File: config.mk
export PLATFORM = sky130hd
export DESIGN_NAME = lane_link_status
export DESIGN_NICKNAME = d
export VERILOG_FILES = /design/src/include/lane_link_pkg.sv /design/src/verilog/sync_three.sv /design/src/verilog/burst_checker.sv /design/src/verilog/lane_link_status.sv
export SDC_FILE = /design/constraint.sdc
export NUM_CORES = 1
export LEC_CHECK = 0
export BUFFER_PORTS_ARGS = -buffer_cell sky130_fd_sc_hd__buf_2
export CORE_AREA = 2 2 242 244
export DETAILED_ROUTE_END_ITERATION = 7
export DIE_AREA = 0 0 244 246
export SLEW_MARGIN = 20
export SYNTH_ARGS = -nofsm -noshare
export SYNTH_HDL_FRONTEND = slang
export SYNTH_SLANG_ARGS = --single-unit
export TNS_END_PERCENT = 30
File: constraint.sdc
create_clock -name core_clk -period 13.6 [get_ports core_clk]
set_input_delay 0 -clock core_clk [delete_from_list [all_inputs] [get_ports core_clk]]
set_output_delay 0 -clock core_clk [all_outputs]
set_load 0.01 [all_outputs]
File: src/include/lane_link_pkg.sv
// shared constants, types and helpers for the lane link status block
package lane_link_pkg;
   // ********
   // sizes
   // ********
   localparam int LANES = 12;
   localparam int CAL_ENTRIES = 256;
   localparam int CAL_GROUP = 16;
   localparam int CAL_GROUPS = CAL_ENTRIES / CAL_GROUP;
   localparam int BURST_W = 8;
   // ********
   // control word fields
   // ********
   localparam int CW_CAL_RESET_BIT = 56;
   localparam int CW_CAL_HI = 55;
   localparam int CW_CAL_LO = 40;
   localparam int CW_MU_HI = 31;
   localparam int CW_MU_LO = 24;
   localparam int CW_CRC_HI = 23;
   localparam int CW_BODY_LO = 24;
   localparam int CW_BODY_W = 40;
   localparam logic [23:0] CRC24_POLY = 24'h32_8B63;
   localparam logic [23:0] CRC24_INIT = 24'hFF_FFFF;
   // ********
   // register map (byte offsets)
   // ********
   localparam logic [5:0] OFS_CTRL = 6'h00;
   localparam logic [5:0] OFS_STATUS = 6'h04;
   localparam logic [5:0] OFS_LANE_HEALTH = 6'h08;
   localparam logic [5:0] OFS_INTF_HEALTH = 6'h0C;
   localparam logic [5:0] OFS_CHECK_OK = 6'h10;
   localparam logic [5:0] OFS_CHECK_FAIL = 6'h14;
   localparam logic [5:0] OFS_MULTI_USE = 6'h18;
   localparam logic [5:0] OFS_CAL_BASE = 6'h20;
   localparam int CTRL_MIN_LO = 0;
   localparam int CTRL_MAX_LO = 8;
   localparam int ST_TX_SHORT = 0;
   localparam int ST_RX_LONG = 1;
   localparam int ST_CTRL_FAIL = 2;
   localparam int ST_ALIGNED = 8;
   localparam int ST_REALIGN = 9;
   localparam logic [BURST_W-1:0] MIN_BURST_RST = 8'h08;
   localparam logic [BURST_W-1:0] MAX_BURST_RST = 8'h20;
   // ********
   // carriers
   // ********
   typedef struct packed {
      logic txShort;
      logic rxLong;
      logic ctrlFail;
   } sticky_s;
   typedef struct packed {
      logic [LANES-1:0] laneHealth;
      logic [LANES-1:0] intfHealth;
      logic [LANES-1:0] checkOk;
      logic [LANES-1:0] failPulse;
   } diag_s;
   // ********
   // helpers
   // ********
   function automatic logic [23:0] crc24(input logic [CW_BODY_W-1:0] body);
      logic [23:0] c;
      c = CRC24_INIT;
      for (int i = CW_BODY_W - 1; i >= 0; i--) begin
         c = (c[23] ^ body[i]) ? ((c << 1) ^ CRC24_POLY) : (c << 1);
      end
      return c;
   endfunction : crc24
   function automatic logic [CAL_GROUP-1:0] rev16(input logic [CAL_GROUP-1:0] v);
      logic [CAL_GROUP-1:0] r;
      r = '0;
      for (int i = 0; i < CAL_GROUP; i++) begin
         r[i] = v[CAL_GROUP-1-i];
      end
      return r;
   endfunction : rev16
   function automatic logic [31:0] lane_mask(input logic [3:0] be);
      return {{8{be[3]}}, {8{be[2]}}, {8{be[1]}}, {8{be[0]}}};
   endfunction : lane_mask
endpackage : lane_link_pkg

File: src/verilog/sync_three.sv
// three-stage synchroniser, output changes once stages two and three agree
`timescale 1ns/100ps
`default_nettype none
module sync_three
   import lane_link_pkg::*;
(
   // clock and reset
   input wire logic core_clk,
   input wire logic rst,
   // asynchronous level in, synchronised level out
   input wire logic asyncIn,
   output logic syncOut
);
   logic [2:0] stage_reg;
   logic [2:0] stage_next;
   logic out_reg;
   logic out_next;

   always_comb begin
      stage_next = {stage_reg[1:0], asyncIn};
      out_next = (stage_reg[2] == stage_reg[1]) ? stage_reg[1] : out_reg;
   end

   always_ff @(posedge core_clk) begin
      if (rst) begin
         stage_reg <= '0;
         out_reg <= 1'b0;
      end else begin
         stage_reg <= stage_next;
         out_reg <= out_next;
      end
   end

   assign syncOut = out_reg;

   a_sync_agree: assert property (@(posedge core_clk) disable iff (rst)
      (stage_reg[2] == stage_reg[1]) |=> (syncOut == $past(stage_reg[1])))
      else $error("synchroniser output did not follow agreeing stages");
endmodule : sync_three
`default_nettype wire

File: src/verilog/burst_checker.sv
// counts data words between control words and flags short or long bursts
`timescale 1ns/100ps
`default_nettype none
module burst_checker
   import lane_link_pkg::*;
#(
   parameter int W = BURST_W
) (
   // clock and reset
   input wire logic core_clk,
   input wire logic rst,
   // word stream
   input wire logic wordValid,
   input wire logic wordIsCtrl,
   input wire logic wordEop,
   // limits
   input wire logic [W-1:0] minBurst,
   input wire logic [W-1:0] maxBurst,
   // one-cycle events
   output logic shortPulse,
   output logic longPulse
);
   logic [W:0] count_reg;
   logic [W:0] count_next;
   logic short_reg;
   logic short_next;
   logic long_reg;
   logic long_next;

   always_comb begin
      count_next = count_reg;
      short_next = 1'b0;
      long_next = 1'b0;
      if (wordValid) begin
         if (wordIsCtrl) begin
            // a closing word with end of packet never counts as short
            short_next = (count_reg != '0) && (count_reg < {1'b0, minBurst}) && !wordEop;
            count_next = '0;
         end else begin
            // saturate so a very long burst cannot wrap and flag twice
            if (count_reg != {(W+1){1'b1}}) begin
               count_next = count_reg + 1'b1;
            end
            long_next = (count_reg == {1'b0, maxBurst});
         end
      end
   end

   always_ff @(posedge core_clk) begin
      if (rst) begin
         count_reg <= '0;
         short_reg <= 1'b0;
         long_reg <= 1'b0;
      end else begin
         count_reg <= count_next;
         short_reg <= short_next;
         long_reg <= long_next;
      end
   end

   assign shortPulse = short_reg;
   assign longPulse = long_reg;

   a_short_no_eop: assert property (@(posedge core_clk) disable iff (rst)
      (wordValid && wordIsCtrl && wordEop) |=> !shortPulse)
      else $error("short burst flagged on an end of packet word");
endmodule : burst_checker
`default_nettype wire

File: src/verilog/lane_link_status.sv
// lane link status and flow control block with an Avalon-MM register slave
// Rules of the document
// flag transmit bursts shorter than minimum
// no short flag when closing word has EOP
// user resets transmit side after short flag
// realign request resets and realigns receive lanes
// realign request is a pulse, normally low
// flag receive bursts longer than maximum
// per lane, show diagnostic bit 33
// per lane, show diagnostic bit 32
// health bits meaningful only when check ok
// per lane check ok follows latest word
// one-cycle check fail pulse per bad word
// calendar bits from control bits 55..40
// keep at most 256 calendar entries
// unrefreshed calendar bits keep old values
// first received entry lands in bit 0
// check error or alignment loss clears calendar
// show multi-use field of latest control word
// multi-use field on the core clock
// flag control word check code mismatch
// aligned only when every lane aligned
// synchronise the asynchronous realign request
`timescale 1ns/100ps
`default_nettype none
module lane_link_status
   import lane_link_pkg::*;
#(
   parameter int NLANES = LANES
) (
   // clock and reset
   input wire logic core_clk,
   input wire logic rst,
   // Avalon-MM slave
   input wire logic [5:0] avsAddress,
   input wire logic avsRead,
   input wire logic avsWrite,
   input wire logic [31:0] avsWriteData,
   input wire logic [3:0] avsByteEnable,
   output logic [31:0] avsReadData,
   output logic avsWaitRequest,
   // transmit word stream
   input wire logic txWordValid,
   input wire logic txWordIsCtrl,
   input wire logic txWordEop,
   // receive word stream
   input wire logic rxWordValid,
   input wire logic rxWordIsCtrl,
   input wire logic rxWordEop,
   input wire logic [63:0] rxCtrlWord,
   // realign and lane alignment
   input wire logic rxRealignAsync,
   input wire logic [NLANES-1:0] rxLaneAlignedIn,
   // received diagnostic words, one strobe per lane
   input wire logic [NLANES-1:0] rxDiagValid,
   input wire logic [NLANES-1:0] rxDiagLaneBit,
   input wire logic [NLANES-1:0] rxDiagIntfBit,
   input wire logic [NLANES-1:0] rxDiagCrcOk,
   // status outputs
   output logic txShortBurstFlag,
   output logic rxLongBurstFlag,
   output logic rxLaneReset,
   output logic rxAligned,
   output logic rxCtrlWordCheckFail,
   output logic [NLANES-1:0] rxLaneHealthBits,
   output logic [NLANES-1:0] rxInterfaceHealthBits,
   output logic [NLANES-1:0] rxDiagCheckOk,
   output logic [NLANES-1:0] rxDiagCheckFailPulse,
   output logic [CAL_ENTRIES-1:0] rxCalendarXonBits,
   output logic [7:0] rxMultiUseField
);
   // ****************************************
   // state
   // ****************************************
   logic [BURST_W-1:0] minBurst_reg, minBurst_next;
   logic [BURST_W-1:0] maxBurst_reg, maxBurst_next;
   sticky_s sticky_reg, sticky_next;
   logic [NLANES-1:0] failSticky_reg, failSticky_next;
   logic wait_reg, wait_next;
   logic [31:0] rdata_reg, rdata_next;
   diag_s diag_reg, diag_next;
   logic [CAL_ENTRIES-1:0] cal_reg, cal_next;
   logic [4:0] calPtr_reg, calPtr_next;
   logic [7:0] mu_reg, mu_next;
   logic ctrlFail_reg, ctrlFail_next;
   logic aligned_reg, aligned_next;
   logic laneReset_reg, laneReset_next;

   logic realignSync;
   logic txShortPulse;
   logic rxLongPulse;
   logic ctrlSeen;
   logic ctrlBad;
   logic alignLoss;
   logic busDone;
   logic [31:0] wmask;

   // ****************************************
   // submodules
   // ****************************************
   sync_three realignSyncer (
      .core_clk(core_clk),
      .rst(rst),
      .asyncIn(rxRealignAsync),
      .syncOut(realignSync)
   );

   burst_checker #(.W(BURST_W)) txBurst (
      .core_clk(core_clk),
      .rst(rst),
      .wordValid(txWordValid),
      .wordIsCtrl(txWordIsCtrl),
      .wordEop(txWordEop),
      .minBurst(minBurst_reg),
      .maxBurst(maxBurst_reg),
      .shortPulse(txShortPulse),
      .longPulse()
   );

   // receive checker runs in lane reset too; the stream is idle then anyway
   burst_checker #(.W(BURST_W)) rxBurst (
      .core_clk(core_clk),
      .rst(rst),
      .wordValid(rxWordValid),
      .wordIsCtrl(rxWordIsCtrl),
      .wordEop(rxWordEop),
      .minBurst(minBurst_reg),
      .maxBurst(maxBurst_reg),
      .shortPulse(),
      .longPulse(rxLongPulse)
   );

   // ****************************************
   // receive status
   // ****************************************
   assign ctrlSeen = rxWordValid && rxWordIsCtrl && !laneReset_reg;
   assign ctrlBad = ctrlSeen && (rxCtrlWord[CW_CRC_HI:0] != crc24(rxCtrlWord[CW_BODY_LO +: CW_BODY_W]));
   assign alignLoss = aligned_reg && !aligned_next;

   always_comb begin
      laneReset_next = realignSync;
      aligned_next = (&rxLaneAlignedIn) && !realignSync;
      ctrlFail_next = ctrlBad;
      diag_next = diag_reg;
      diag_next.failPulse = '0;
      cal_next = cal_reg;
      calPtr_next = calPtr_reg;
      mu_next = mu_reg;
      if (realignSync) begin
         // lane logic held in reset: nothing received is trusted
         diag_next.checkOk = '0;
         calPtr_next = '0;
      end else begin
         diag_next.laneHealth = (diag_reg.laneHealth & ~rxDiagValid) | (rxDiagLaneBit & rxDiagValid);
         diag_next.intfHealth = (diag_reg.intfHealth & ~rxDiagValid) | (rxDiagIntfBit & rxDiagValid);
         diag_next.checkOk = (diag_reg.checkOk & ~rxDiagValid) | (rxDiagCrcOk & rxDiagValid);
         diag_next.failPulse = rxDiagValid & ~rxDiagCrcOk;
      end
      if (ctrlSeen) begin
         mu_next = rxCtrlWord[CW_MU_HI:CW_MU_LO];
      end
      if (ctrlBad || alignLoss) begin
         cal_next = '0;
         calPtr_next = '0;
      end else if (ctrlSeen) begin
         // a calendar start marker restarts at the first group
         if (rxCtrlWord[CW_CAL_RESET_BIT]) begin
            cal_next[0 +: CAL_GROUP] = rev16(rxCtrlWord[CW_CAL_HI:CW_CAL_LO]);
            calPtr_next = 5'd1;
         end else if (calPtr_reg < 5'(CAL_GROUPS)) begin
            cal_next[calPtr_reg[3:0]*CAL_GROUP +: CAL_GROUP] = rev16(rxCtrlWord[CW_CAL_HI:CW_CAL_LO]);
            calPtr_next = calPtr_reg + 5'd1;
         end
      end
   end

   // ****************************************
   // register slave
   // ****************************************
   // one wait state: request seen with wait high, completed at the next edge
   assign busDone = (avsRead || avsWrite) && !wait_reg;
   assign wmask = lane_mask(avsByteEnable);

   always_comb begin
      wait_next = !((avsRead || avsWrite) && wait_reg);
      rdata_next = rdata_reg;
      minBurst_next = minBurst_reg;
      maxBurst_next = maxBurst_reg;
      sticky_next = sticky_reg;
      failSticky_next = failSticky_reg;
      if (avsWrite && busDone) begin
         case (avsAddress)
            OFS_CTRL: begin
               if (avsByteEnable[0]) begin
                  minBurst_next = avsWriteData[CTRL_MIN_LO +: BURST_W];
               end
               if (avsByteEnable[1]) begin
                  maxBurst_next = avsWriteData[CTRL_MAX_LO +: BURST_W];
               end
            end
            OFS_STATUS: begin
               sticky_next.txShort = sticky_reg.txShort & ~(avsWriteData[ST_TX_SHORT] & wmask[ST_TX_SHORT]);
               sticky_next.rxLong = sticky_reg.rxLong & ~(avsWriteData[ST_RX_LONG] & wmask[ST_RX_LONG]);
               sticky_next.ctrlFail = sticky_reg.ctrlFail & ~(avsWriteData[ST_CTRL_FAIL] & wmask[ST_CTRL_FAIL]);
            end
            OFS_CHECK_FAIL: begin
               failSticky_next = failSticky_reg & ~(avsWriteData[NLANES-1:0] & wmask[NLANES-1:0]);
            end
            default: begin
            end
         endcase
      end
      // hardware events win over a clear in the same cycle
      sticky_next.txShort = sticky_next.txShort | txShortPulse;
      sticky_next.rxLong = sticky_next.rxLong | rxLongPulse;
      sticky_next.ctrlFail = sticky_next.ctrlFail | ctrlFail_reg;
      failSticky_next = failSticky_next | diag_reg.failPulse;
      if (avsRead && wait_reg) begin
         rdata_next = '0;
         if (avsAddress >= OFS_CAL_BASE) begin
            rdata_next = cal_reg[avsAddress[4:2]*32 +: 32];
         end else begin
            case (avsAddress)
               OFS_CTRL: begin
                  rdata_next[CTRL_MIN_LO +: BURST_W] = minBurst_reg;
                  rdata_next[CTRL_MAX_LO +: BURST_W] = maxBurst_reg;
               end
               OFS_STATUS: begin
                  rdata_next[ST_TX_SHORT] = sticky_reg.txShort;
                  rdata_next[ST_RX_LONG] = sticky_reg.rxLong;
                  rdata_next[ST_CTRL_FAIL] = sticky_reg.ctrlFail;
                  rdata_next[ST_ALIGNED] = aligned_reg;
                  rdata_next[ST_REALIGN] = laneReset_reg;
               end
               OFS_LANE_HEALTH: rdata_next[NLANES-1:0] = diag_reg.laneHealth;
               OFS_INTF_HEALTH: rdata_next[NLANES-1:0] = diag_reg.intfHealth;
               OFS_CHECK_OK: rdata_next[NLANES-1:0] = diag_reg.checkOk;
               OFS_CHECK_FAIL: rdata_next[NLANES-1:0] = failSticky_reg;
               OFS_MULTI_USE: rdata_next[7:0] = mu_reg;
               default: rdata_next = '0;
            endcase
         end
      end
   end

   // ****************************************
   // registers
   // ****************************************
   always_ff @(posedge core_clk) begin
      if (rst) begin
         minBurst_reg <= MIN_BURST_RST;
         maxBurst_reg <= MAX_BURST_RST;
         sticky_reg <= '0;
         failSticky_reg <= '0;
         wait_reg <= 1'b1;
         rdata_reg <= '0;
         diag_reg <= '0;
         cal_reg <= '0;
         calPtr_reg <= '0;
         mu_reg <= '0;
         ctrlFail_reg <= 1'b0;
         aligned_reg <= 1'b0;
         laneReset_reg <= 1'b0;
      end else begin
         minBurst_reg <= minBurst_next;
         maxBurst_reg <= maxBurst_next;
         sticky_reg <= sticky_next;
         failSticky_reg <= failSticky_next;
         wait_reg <= wait_next;
         rdata_reg <= rdata_next;
         diag_reg <= diag_next;
         cal_reg <= cal_next;
         calPtr_reg <= calPtr_next;
         mu_reg <= mu_next;
         ctrlFail_reg <= ctrlFail_next;
         aligned_reg <= aligned_next;
         laneReset_reg <= laneReset_next;
      end
   end

   assign avsReadData = rdata_reg;
   assign avsWaitRequest = wait_reg;
   assign txShortBurstFlag = sticky_reg.txShort;
   assign rxLongBurstFlag = sticky_reg.rxLong;
   assign rxLaneReset = laneReset_reg;
   assign rxAligned = aligned_reg;
   assign rxCtrlWordCheckFail = ctrlFail_reg;
   assign rxLaneHealthBits = diag_reg.laneHealth;
   assign rxInterfaceHealthBits = diag_reg.intfHealth;
   assign rxDiagCheckOk = diag_reg.checkOk;
   assign rxDiagCheckFailPulse = diag_reg.failPulse;
   assign rxCalendarXonBits = cal_reg;
   assign rxMultiUseField = mu_reg;

   // ****************************************
   // assertions
   // ****************************************
   a_short_flag_set: assert property (@(posedge core_clk) disable iff (rst)
      txShortPulse |=> txShortBurstFlag)
      else $error("short burst event did not set flag");
   a_long_flag_set: assert property (@(posedge core_clk) disable iff (rst)
      rxLongPulse |=> rxLongBurstFlag)
      else $error("long burst event did not set flag");
   a_realign_blocks: assert property (@(posedge core_clk) disable iff (rst)
      rxLaneReset |-> !rxAligned)
      else $error("aligned shown during lane reset");
   a_aligned_all: assert property (@(posedge core_clk) disable iff (rst)
      rxAligned |-> $past(&rxLaneAlignedIn))
      else $error("aligned without every lane aligned");
   a_health_follow: assert property (@(posedge core_clk) disable iff (rst)
      (rxDiagValid[0] && !realignSync) |=> (rxLaneHealthBits[0] == $past(rxDiagLaneBit[0])))
      else $error("lane health bit not updated");
   a_check_ok_follow: assert property (@(posedge core_clk) disable iff (rst)
      (rxDiagValid[1] && !realignSync) |=> (rxDiagCheckOk[1] == $past(rxDiagCrcOk[1])))
      else $error("check ok bit not updated");
   a_fail_pulse_excl: assert property (@(posedge core_clk) disable iff (rst)
      ((rxDiagCheckFailPulse & rxDiagCheckOk) == '0))
      else $error("fail pulse with check ok");
   a_cal_clear: assert property (@(posedge core_clk) disable iff (rst)
      ctrlBad |=> (rxCalendarXonBits == '0) && rxCtrlWordCheckFail)
      else $error("calendar not cleared on check error");
   a_cal_first: assert property (@(posedge core_clk) disable iff (rst)
      (ctrlSeen && !ctrlBad && !alignLoss && rxCtrlWord[CW_CAL_RESET_BIT])
      |=> (rxCalendarXonBits[0] == $past(rxCtrlWord[CW_CAL_HI])))
      else $error("first calendar entry not in bit 0");
   a_mu_capture: assert property (@(posedge core_clk) disable iff (rst)
      ctrlSeen |=> (rxMultiUseField == $past(rxCtrlWord[CW_MU_HI:CW_MU_LO])))
      else $error("multi-use field not captured");
   a_cal_bound: assert property (@(posedge core_clk) disable iff (rst)
      (calPtr_reg <= 5'(CAL_GROUPS)))
      else $error("calendar pointer past last group");
endmodule : lane_link_status
`default_nettype wire

== Yosys cells after proc, flatten, opt, wreduce, memory -nomap -nowiden ==
Index checks and enable logic that the tools add are counted.

* Order comparisons: 3
* Shift operators: 3
* Bitwise logic cells: 110
* Equality and inequality tests: 11
* Add/subtract/negate cells: 4
* Reductions and logical operators: 35
* Multiplexer cells: 61

{| class="wikitable"
|+ Operator list
! kind !! number
|-
| two-way mux 22 bit || 40
|-
| NOT 11 bit || 39
|-
| bitwise mux 256 bit || 1
|-
| variable shift 16 x 34 -> 256 bit, first input constant || 1
|-
| variable part select 16 x 34 -> 256 bit || 1
|-
| variable part select 256 x 9 -> 32 bit || 1
|-
| AND 12 bit || 9
|-
| OR 12 bit || 4
|-
| bitwise XOR 1 bit || 37
|-
| two-way mux 9 bit || 4
|-
| NOT 12 bit || 3
|-
| negator 8 -> 34 bit || 1
|-
| two-way mux 16 bit || 2
|-
| two-way mux 32 bit || 1
|-
| case mux 5 bit (6 select lines) || 1
|-
| two-way mux 12 bit || 2
|-
| inequality test 24 bit || 1
|-
| case mux 3 bit (7 select lines) || 1
|-
| two-way mux 5 bit || 4
|-
| adder 9 x 1 -> 9 bit, second input constant || 2
|-
| equality test 6 x 5 -> 1 bit, second input constant || 3
|-
| inequality test 9 bit, second input constant || 2
|-
| equality test 6 x 4 -> 1 bit, second input constant || 2
|-
| case mux 2 bit (6 select lines) || 1
|-
| other kinds (25) || 64
|}

* Logic and storage cells: 252
* Output and inout port bits: 350
* Input port bits: 177
* Register bits after elaboration: 408

== Longest topological paths before layout ==
* Word-level depth: 83
* Gate-level depth with buffers: 18
* Gate-level depth less buffers: 14

== By module ==
A second synthesis with hierarchy kept.

* Cells, all modules: 2391
* Area total of the unflattened synthesis: 23940.5 µm²

{| class="wikitable"
|+ Modules (own cells, without submodules)
! module !! area each (µm²) !! times used !! cells each
|-
| lane_link_status || 22111.2 || 1 || 2173
|-
| burst_checker || 858.3 || 2 || 104
|-
| sync_three || 112.6 || 1 || 10
|}

== Worst setup path after synthesis ==
No wires, ideal clock.

* Path kind: input to register
* From: in rxCtrlWord[55]
* To: reg cal_reg[10] (netlist: rxCalendarXonBits[10])
* Arrival: 4799 ps
* Setup time: 65 ps
* Path slack: 8736 ps
* Data required time: 13535 ps
* Path buffers: 4
* Stages: 18
* Path through: buf_4 -> xnor3_2 -> xor2_4 -> xnor3_1 -> xnor3_1 -> xor2_1 -> xnor3_1 -> buf_4 -> xnor2_2 -> xor3_1 -> xor2_1 -> or3_1 -> a222oi_1 -> and4b_1 -> a41oi_2 -> buf_2 -> buf_6 -> nor2_1

* Longest elaborated chain between the ends: 50
* Elaborated cells between the ends (all ways): 100
* Those cells by class: eq/ne: 1; shift: 1; mux: 35; bitwise: 60; reduce/logical: 3

{| class="wikitable"
|+ Ends and longest elaborated chain
! element !! line !! source
|-
| from (decl) || lane_link_status.sv:50 || <nowiki>input wire logic [63:0] rxCtrlWord,</nowiki>
|-
| bitwise XOR 1 bit || lane_link_pkg.sv:65 || <nowiki>c = (c[23] ^ body[i]) ? ((c << 1) ^ CRC24_POLY) : (c << 1);</nowiki>
|-
| two-way mux 22 bit || lane_link_pkg.sv:65 ||
|-
| NOT 11 bit (no line) || - ||
|-
| two-way mux 22 bit (2 in a row) || lane_link_pkg.sv:65 ||
|-
| NOT 11 bit (no line) / two-way mux 22 bit (equally long branches) || - ||
|-
| two-way mux 22 bit || lane_link_pkg.sv:65 ||
|-
| NOT 11 bit (no line) || - ||
|-
| two-way mux 22 bit || lane_link_pkg.sv:65 ||
|-
| (+33 left out) || - ||
|-
| two-way mux 22 bit || lane_link_pkg.sv:65 ||
|-
| NOT 11 bit (no line) / two-way mux 22 bit (equally long branches) || - ||
|-
| two-way mux 22 bit / NOT 11 bit (equally long branches) || - ||
|-
| two-way mux 22 bit || lane_link_pkg.sv:65 ||
|-
| inequality test 24 bit || lane_link_status.sv:137 || <nowiki>assign ctrlBad = ctrlSeen && (rxCtrlWord[CW_CRC_HI:0] != crc24(rxCtrlWord[CW_BODY_LO +: CW_BODY_W]));</nowiki>
|-
| logical AND 1 bit || lane_link_status.sv:137 ||
|-
| logical OR 1 bit || lane_link_status.sv:162 || <nowiki>if (ctrlBad || alignLoss) begin</nowiki>
|-
| OR reduction 2 bit (no line) || - ||
|-
| to (signal assigned) || lane_link_status.sv:272 || <nowiki>cal_reg <= cal_next;</nowiki>
|-
| to (decl) || lane_link_status.sv:82 || <nowiki>logic [CAL_ENTRIES-1:0] cal_reg, cal_next;</nowiki>
|}

Parallel ways exist; a longest one is shown, timed or not. The select of a mux whose other input is x is not followed.
A chain may end at the register's enable or synchronous reset.

== Worst setup path in the final report ==
* From: in rxCtrlWord[55]
* To: reg cal_reg[9] (netlist: rxCalendarXonBits[9])

The elaborated chain is that of the path after synthesis.

==> impl_metrics.toml <==
[outcome]
status = "finished, final reports clean"

[yosys]
syn_inst = 2397
yosysMostFrequentCell = "nand2_1"
synth_warnings = 0
netlist_top_cells_count = "nand2_1 (479), dfxtp_1 (408), a21oi_2 (200)"
synth-edff-count = 0
ys_types = 61
synth.area.top_cells = "dfxtp_1 (36%), nand2_1 (7.9%), a21oi_2 (7.7%)"
netlist_area_mm2 = 0.0227
ys_seq_area_share_pct = 36.0
avgSynthCellArea_um2 = 9.45
synth_async_sr_flop_share_pct = 0
yosysTopAreaCellShare_pct = 36.0
synthFlopType = "dfxtp_1"
synth-seq-cells = 408
synth_fp_nets = 2589
synth_top_cell_by_area = "dfxtp_1"

[global_routing]
grtUsageMet2_pct = 47.7
grtUsageMet1_pct = 40.9
grt_start_max_net_pins = 135
grt_use_total_pct = 29.8
grt_pass1_wl_um = 134000
use_met3_pct = 4.84
grt_overflow = 0
grt_pass1_vias = 20083
antenna_found_initial = 1
grt-busiest-layer = "met2"

[worst_setup_path]
timing.rr.start = "realignSyncer.syncOut"
crit_arrival_ps = 8400
worstSetupEndpoint = "rxCalendarXonBits[9]"
worstSetupPathType = "in -> reg"
worstReg2RegEnd = "rxCalendarXonBits[9]"
r2r_slack_ps = 8830
cp_slowest_cell = "buf_4"
crit_family = "XOR/XNOR gates"
worst-path-max-fanout = 134
cp_num_buf_inv = 5
start_kind = "input port"
critical_path_required_ps = 14050
rr_worst_depth = 10
crit_path_cell_trace = "dlygate4sd3_1, buf_2, xnor3_2, xor2_4, xnor3_1, xnor3_1, xor2_1, xnor3_1, xnor2_2, xor3_1, xnor2_1, xnor2_1, or3_1, o21ai_1, a41oi_4, buf_12, buf_4, buf_4, nor2_1"
crit_cells = 19
crit_top_cell = "xnor3_1"
worst_setup_path_end_kind = "flop"
cp_slowest_stage_delay_ps = 890
crit_start = "rxCtrlWord[55]"

[pwr]
cellLeakagePower_nw = 11.7
seqPwrFrac_pct = 11.0
peakVddDrop_v = 0.000913
clock_power_share_pct = 11.2
pwr-share-comb_pct = 77.8
p_int_mw = 6.06
power_switching_mw = 5.10
totalPowerFinal_mw = 11.2
p_sw_share_pct = 45.7
power_density_mw_per_mm2 = 390

[routing]
firstDrtPassIters = 5
route.detailed.drc = 0
num_vias = 20605
drt_iter0_markers = 1599
vias_per_cell = 5.47
ant_nets = 0
wl_per_cell_um = 24.7
routed_wl_um = 93100

[run]
cap_violations = 0

[floorplanning]
initial_utilization_pct = 39.5
num_rows = 88
die_w_um = 244
core_mm2 = 0.0574
die_h_um = 246
fp.dieArea_mm2 = 0.0600
io_pins = 527

[placement]
dp_cells = 3526
io_buffer_count = 507
hpwlAfterDp_um = 67300
gp_congestion = 0.928
pre_cts_ws_ps = 5710

[timing]
skew_ps = 23.6
maxSlewHeadroom_pct = 20.9
worst_slack_ps = 5650
tns_ps = 0
slew_viol_final = 0
timing.fmax_mhz = 126
period_share_pct = 58.5
hold-worst-slack_ps = 24.8
finalHoldViolations = 0
rsz0062_at_grt = "false"
period_needed_ps = 7950
max_slew.worst_pin.slew_ps = 1180
setup_viol = 0

[clock_tree]
clkTransAtPathRegs_ps = 60
cts_resized = 0
cts_sinks = 408
clk_latency_ps = 600
hold_buffers = 157
numCtsBuffers = 48
cts_setup_buffers = 0
htreeDepth = 2
clk_path_buf_depth = 3
cts-root-buf = "clkbuf_16"
cts_tree = "yes"

[hold_path]
min-delay-start = "rxCtrlWord[56]"
hold_path_class = "in -> reg"

[finish]
final_cells = 3764
syn2layout_area_growth_pct = 26.4
final_nets = 3160
antennaDiodeCount = 0
drive_gt1_share_pct = 30.9
largest_reg_flops = 256
-- routing by layer --
layer  vias up  wire length, µm
met2       870            42800
met1     10263            40500
met5         -                0
met3       155             6480
met4         0             3340
li1       9317                -
-- final cells by class --
class,instances,area (µm²)
well taps,765,957
inverters,22,82.6
flip-flops and latches,408,8170
fillers,5320,28700
repair buffers,688,4310
multi-input cells,1800,13600
clock buffers,72,1400
clock inverters,9,85.1
-- power groups by stage --
stage | registers (mW) | clock network (mW) | logic, mW
final | 1.23 | 1.25 | 8.68
after global routing | 1.23 | 1.31 | 9.18
after CTS | 1.23 | 1.26 | 8.65
after detailed placement | 1.26 | 0 | 8.57
after global placement | 1.26 | 0 | 8.49
after floorplan | 1.26 | 0 | 7.03
-- logic make-up after synthesis --
| logic type | Yosys count | synth area share [%] |
|---|---|---|
| and+or+nand+nor | 887 | 16.8 |
| DFF | 408 | 36.0 |
| AOI/OAI and AO/OA | 379 | 12.6 |
| xor gates and xnor gates | 347 | 18.5 |
| buffers and inverters | 189 | 4.07 |
| muxes | 172 | 11.2 |
| adders and majority gates | 15 | 0.828 |
-- through the flow --
step / cell area (µm²) / utilization, %
global route: 28600 / 49.9
finish: 28600 / 49.9
global placement: 25600 / 44.6
CTS: 28600 / 49.9
detailed placement: 25600 / 44.6
floorplan: 22700 / -
-- how the worst min path moves through the flow --
stage	slack [ps]	cells past startpoint	end
detailed placement	180	2	rxDiagCheckFailPulse[2]
finish	20	3	calPtr_reg[0]
global route	10	3	calPtr_reg[0]
floorplan	80	1	rxDiagCheckFailPulse[0]
global placement	180	2	rxDiagCheckFailPulse[4]
CTS	2	3	calPtr_reg[0]
-- worst reg2reg max path: cells and delay by family (launching register included) --
kind / cells / cell delay (ps)
and+or+nand+nor: 5 / 750
buffers and inverters: 4 / 2690
AOI/OAI and AO/OA: 1 / 230
DFF: 1 / 960
-- placed cells by master, fill, tap and decap left out, types with 48 or more instances in the layout --
master	n
clkbuf_16	48
nand3_1	101
dlygate4sd3_1	157
xor2_1	82
a21oi_1	93
dfxtp_1	408
buf_2	504
nand2_1	478
xnor2_1	178
a21oi_2	200
mux4_2	64
mux2i_1	91
nor2_1	172
Power figures use the tool's default switching activity.
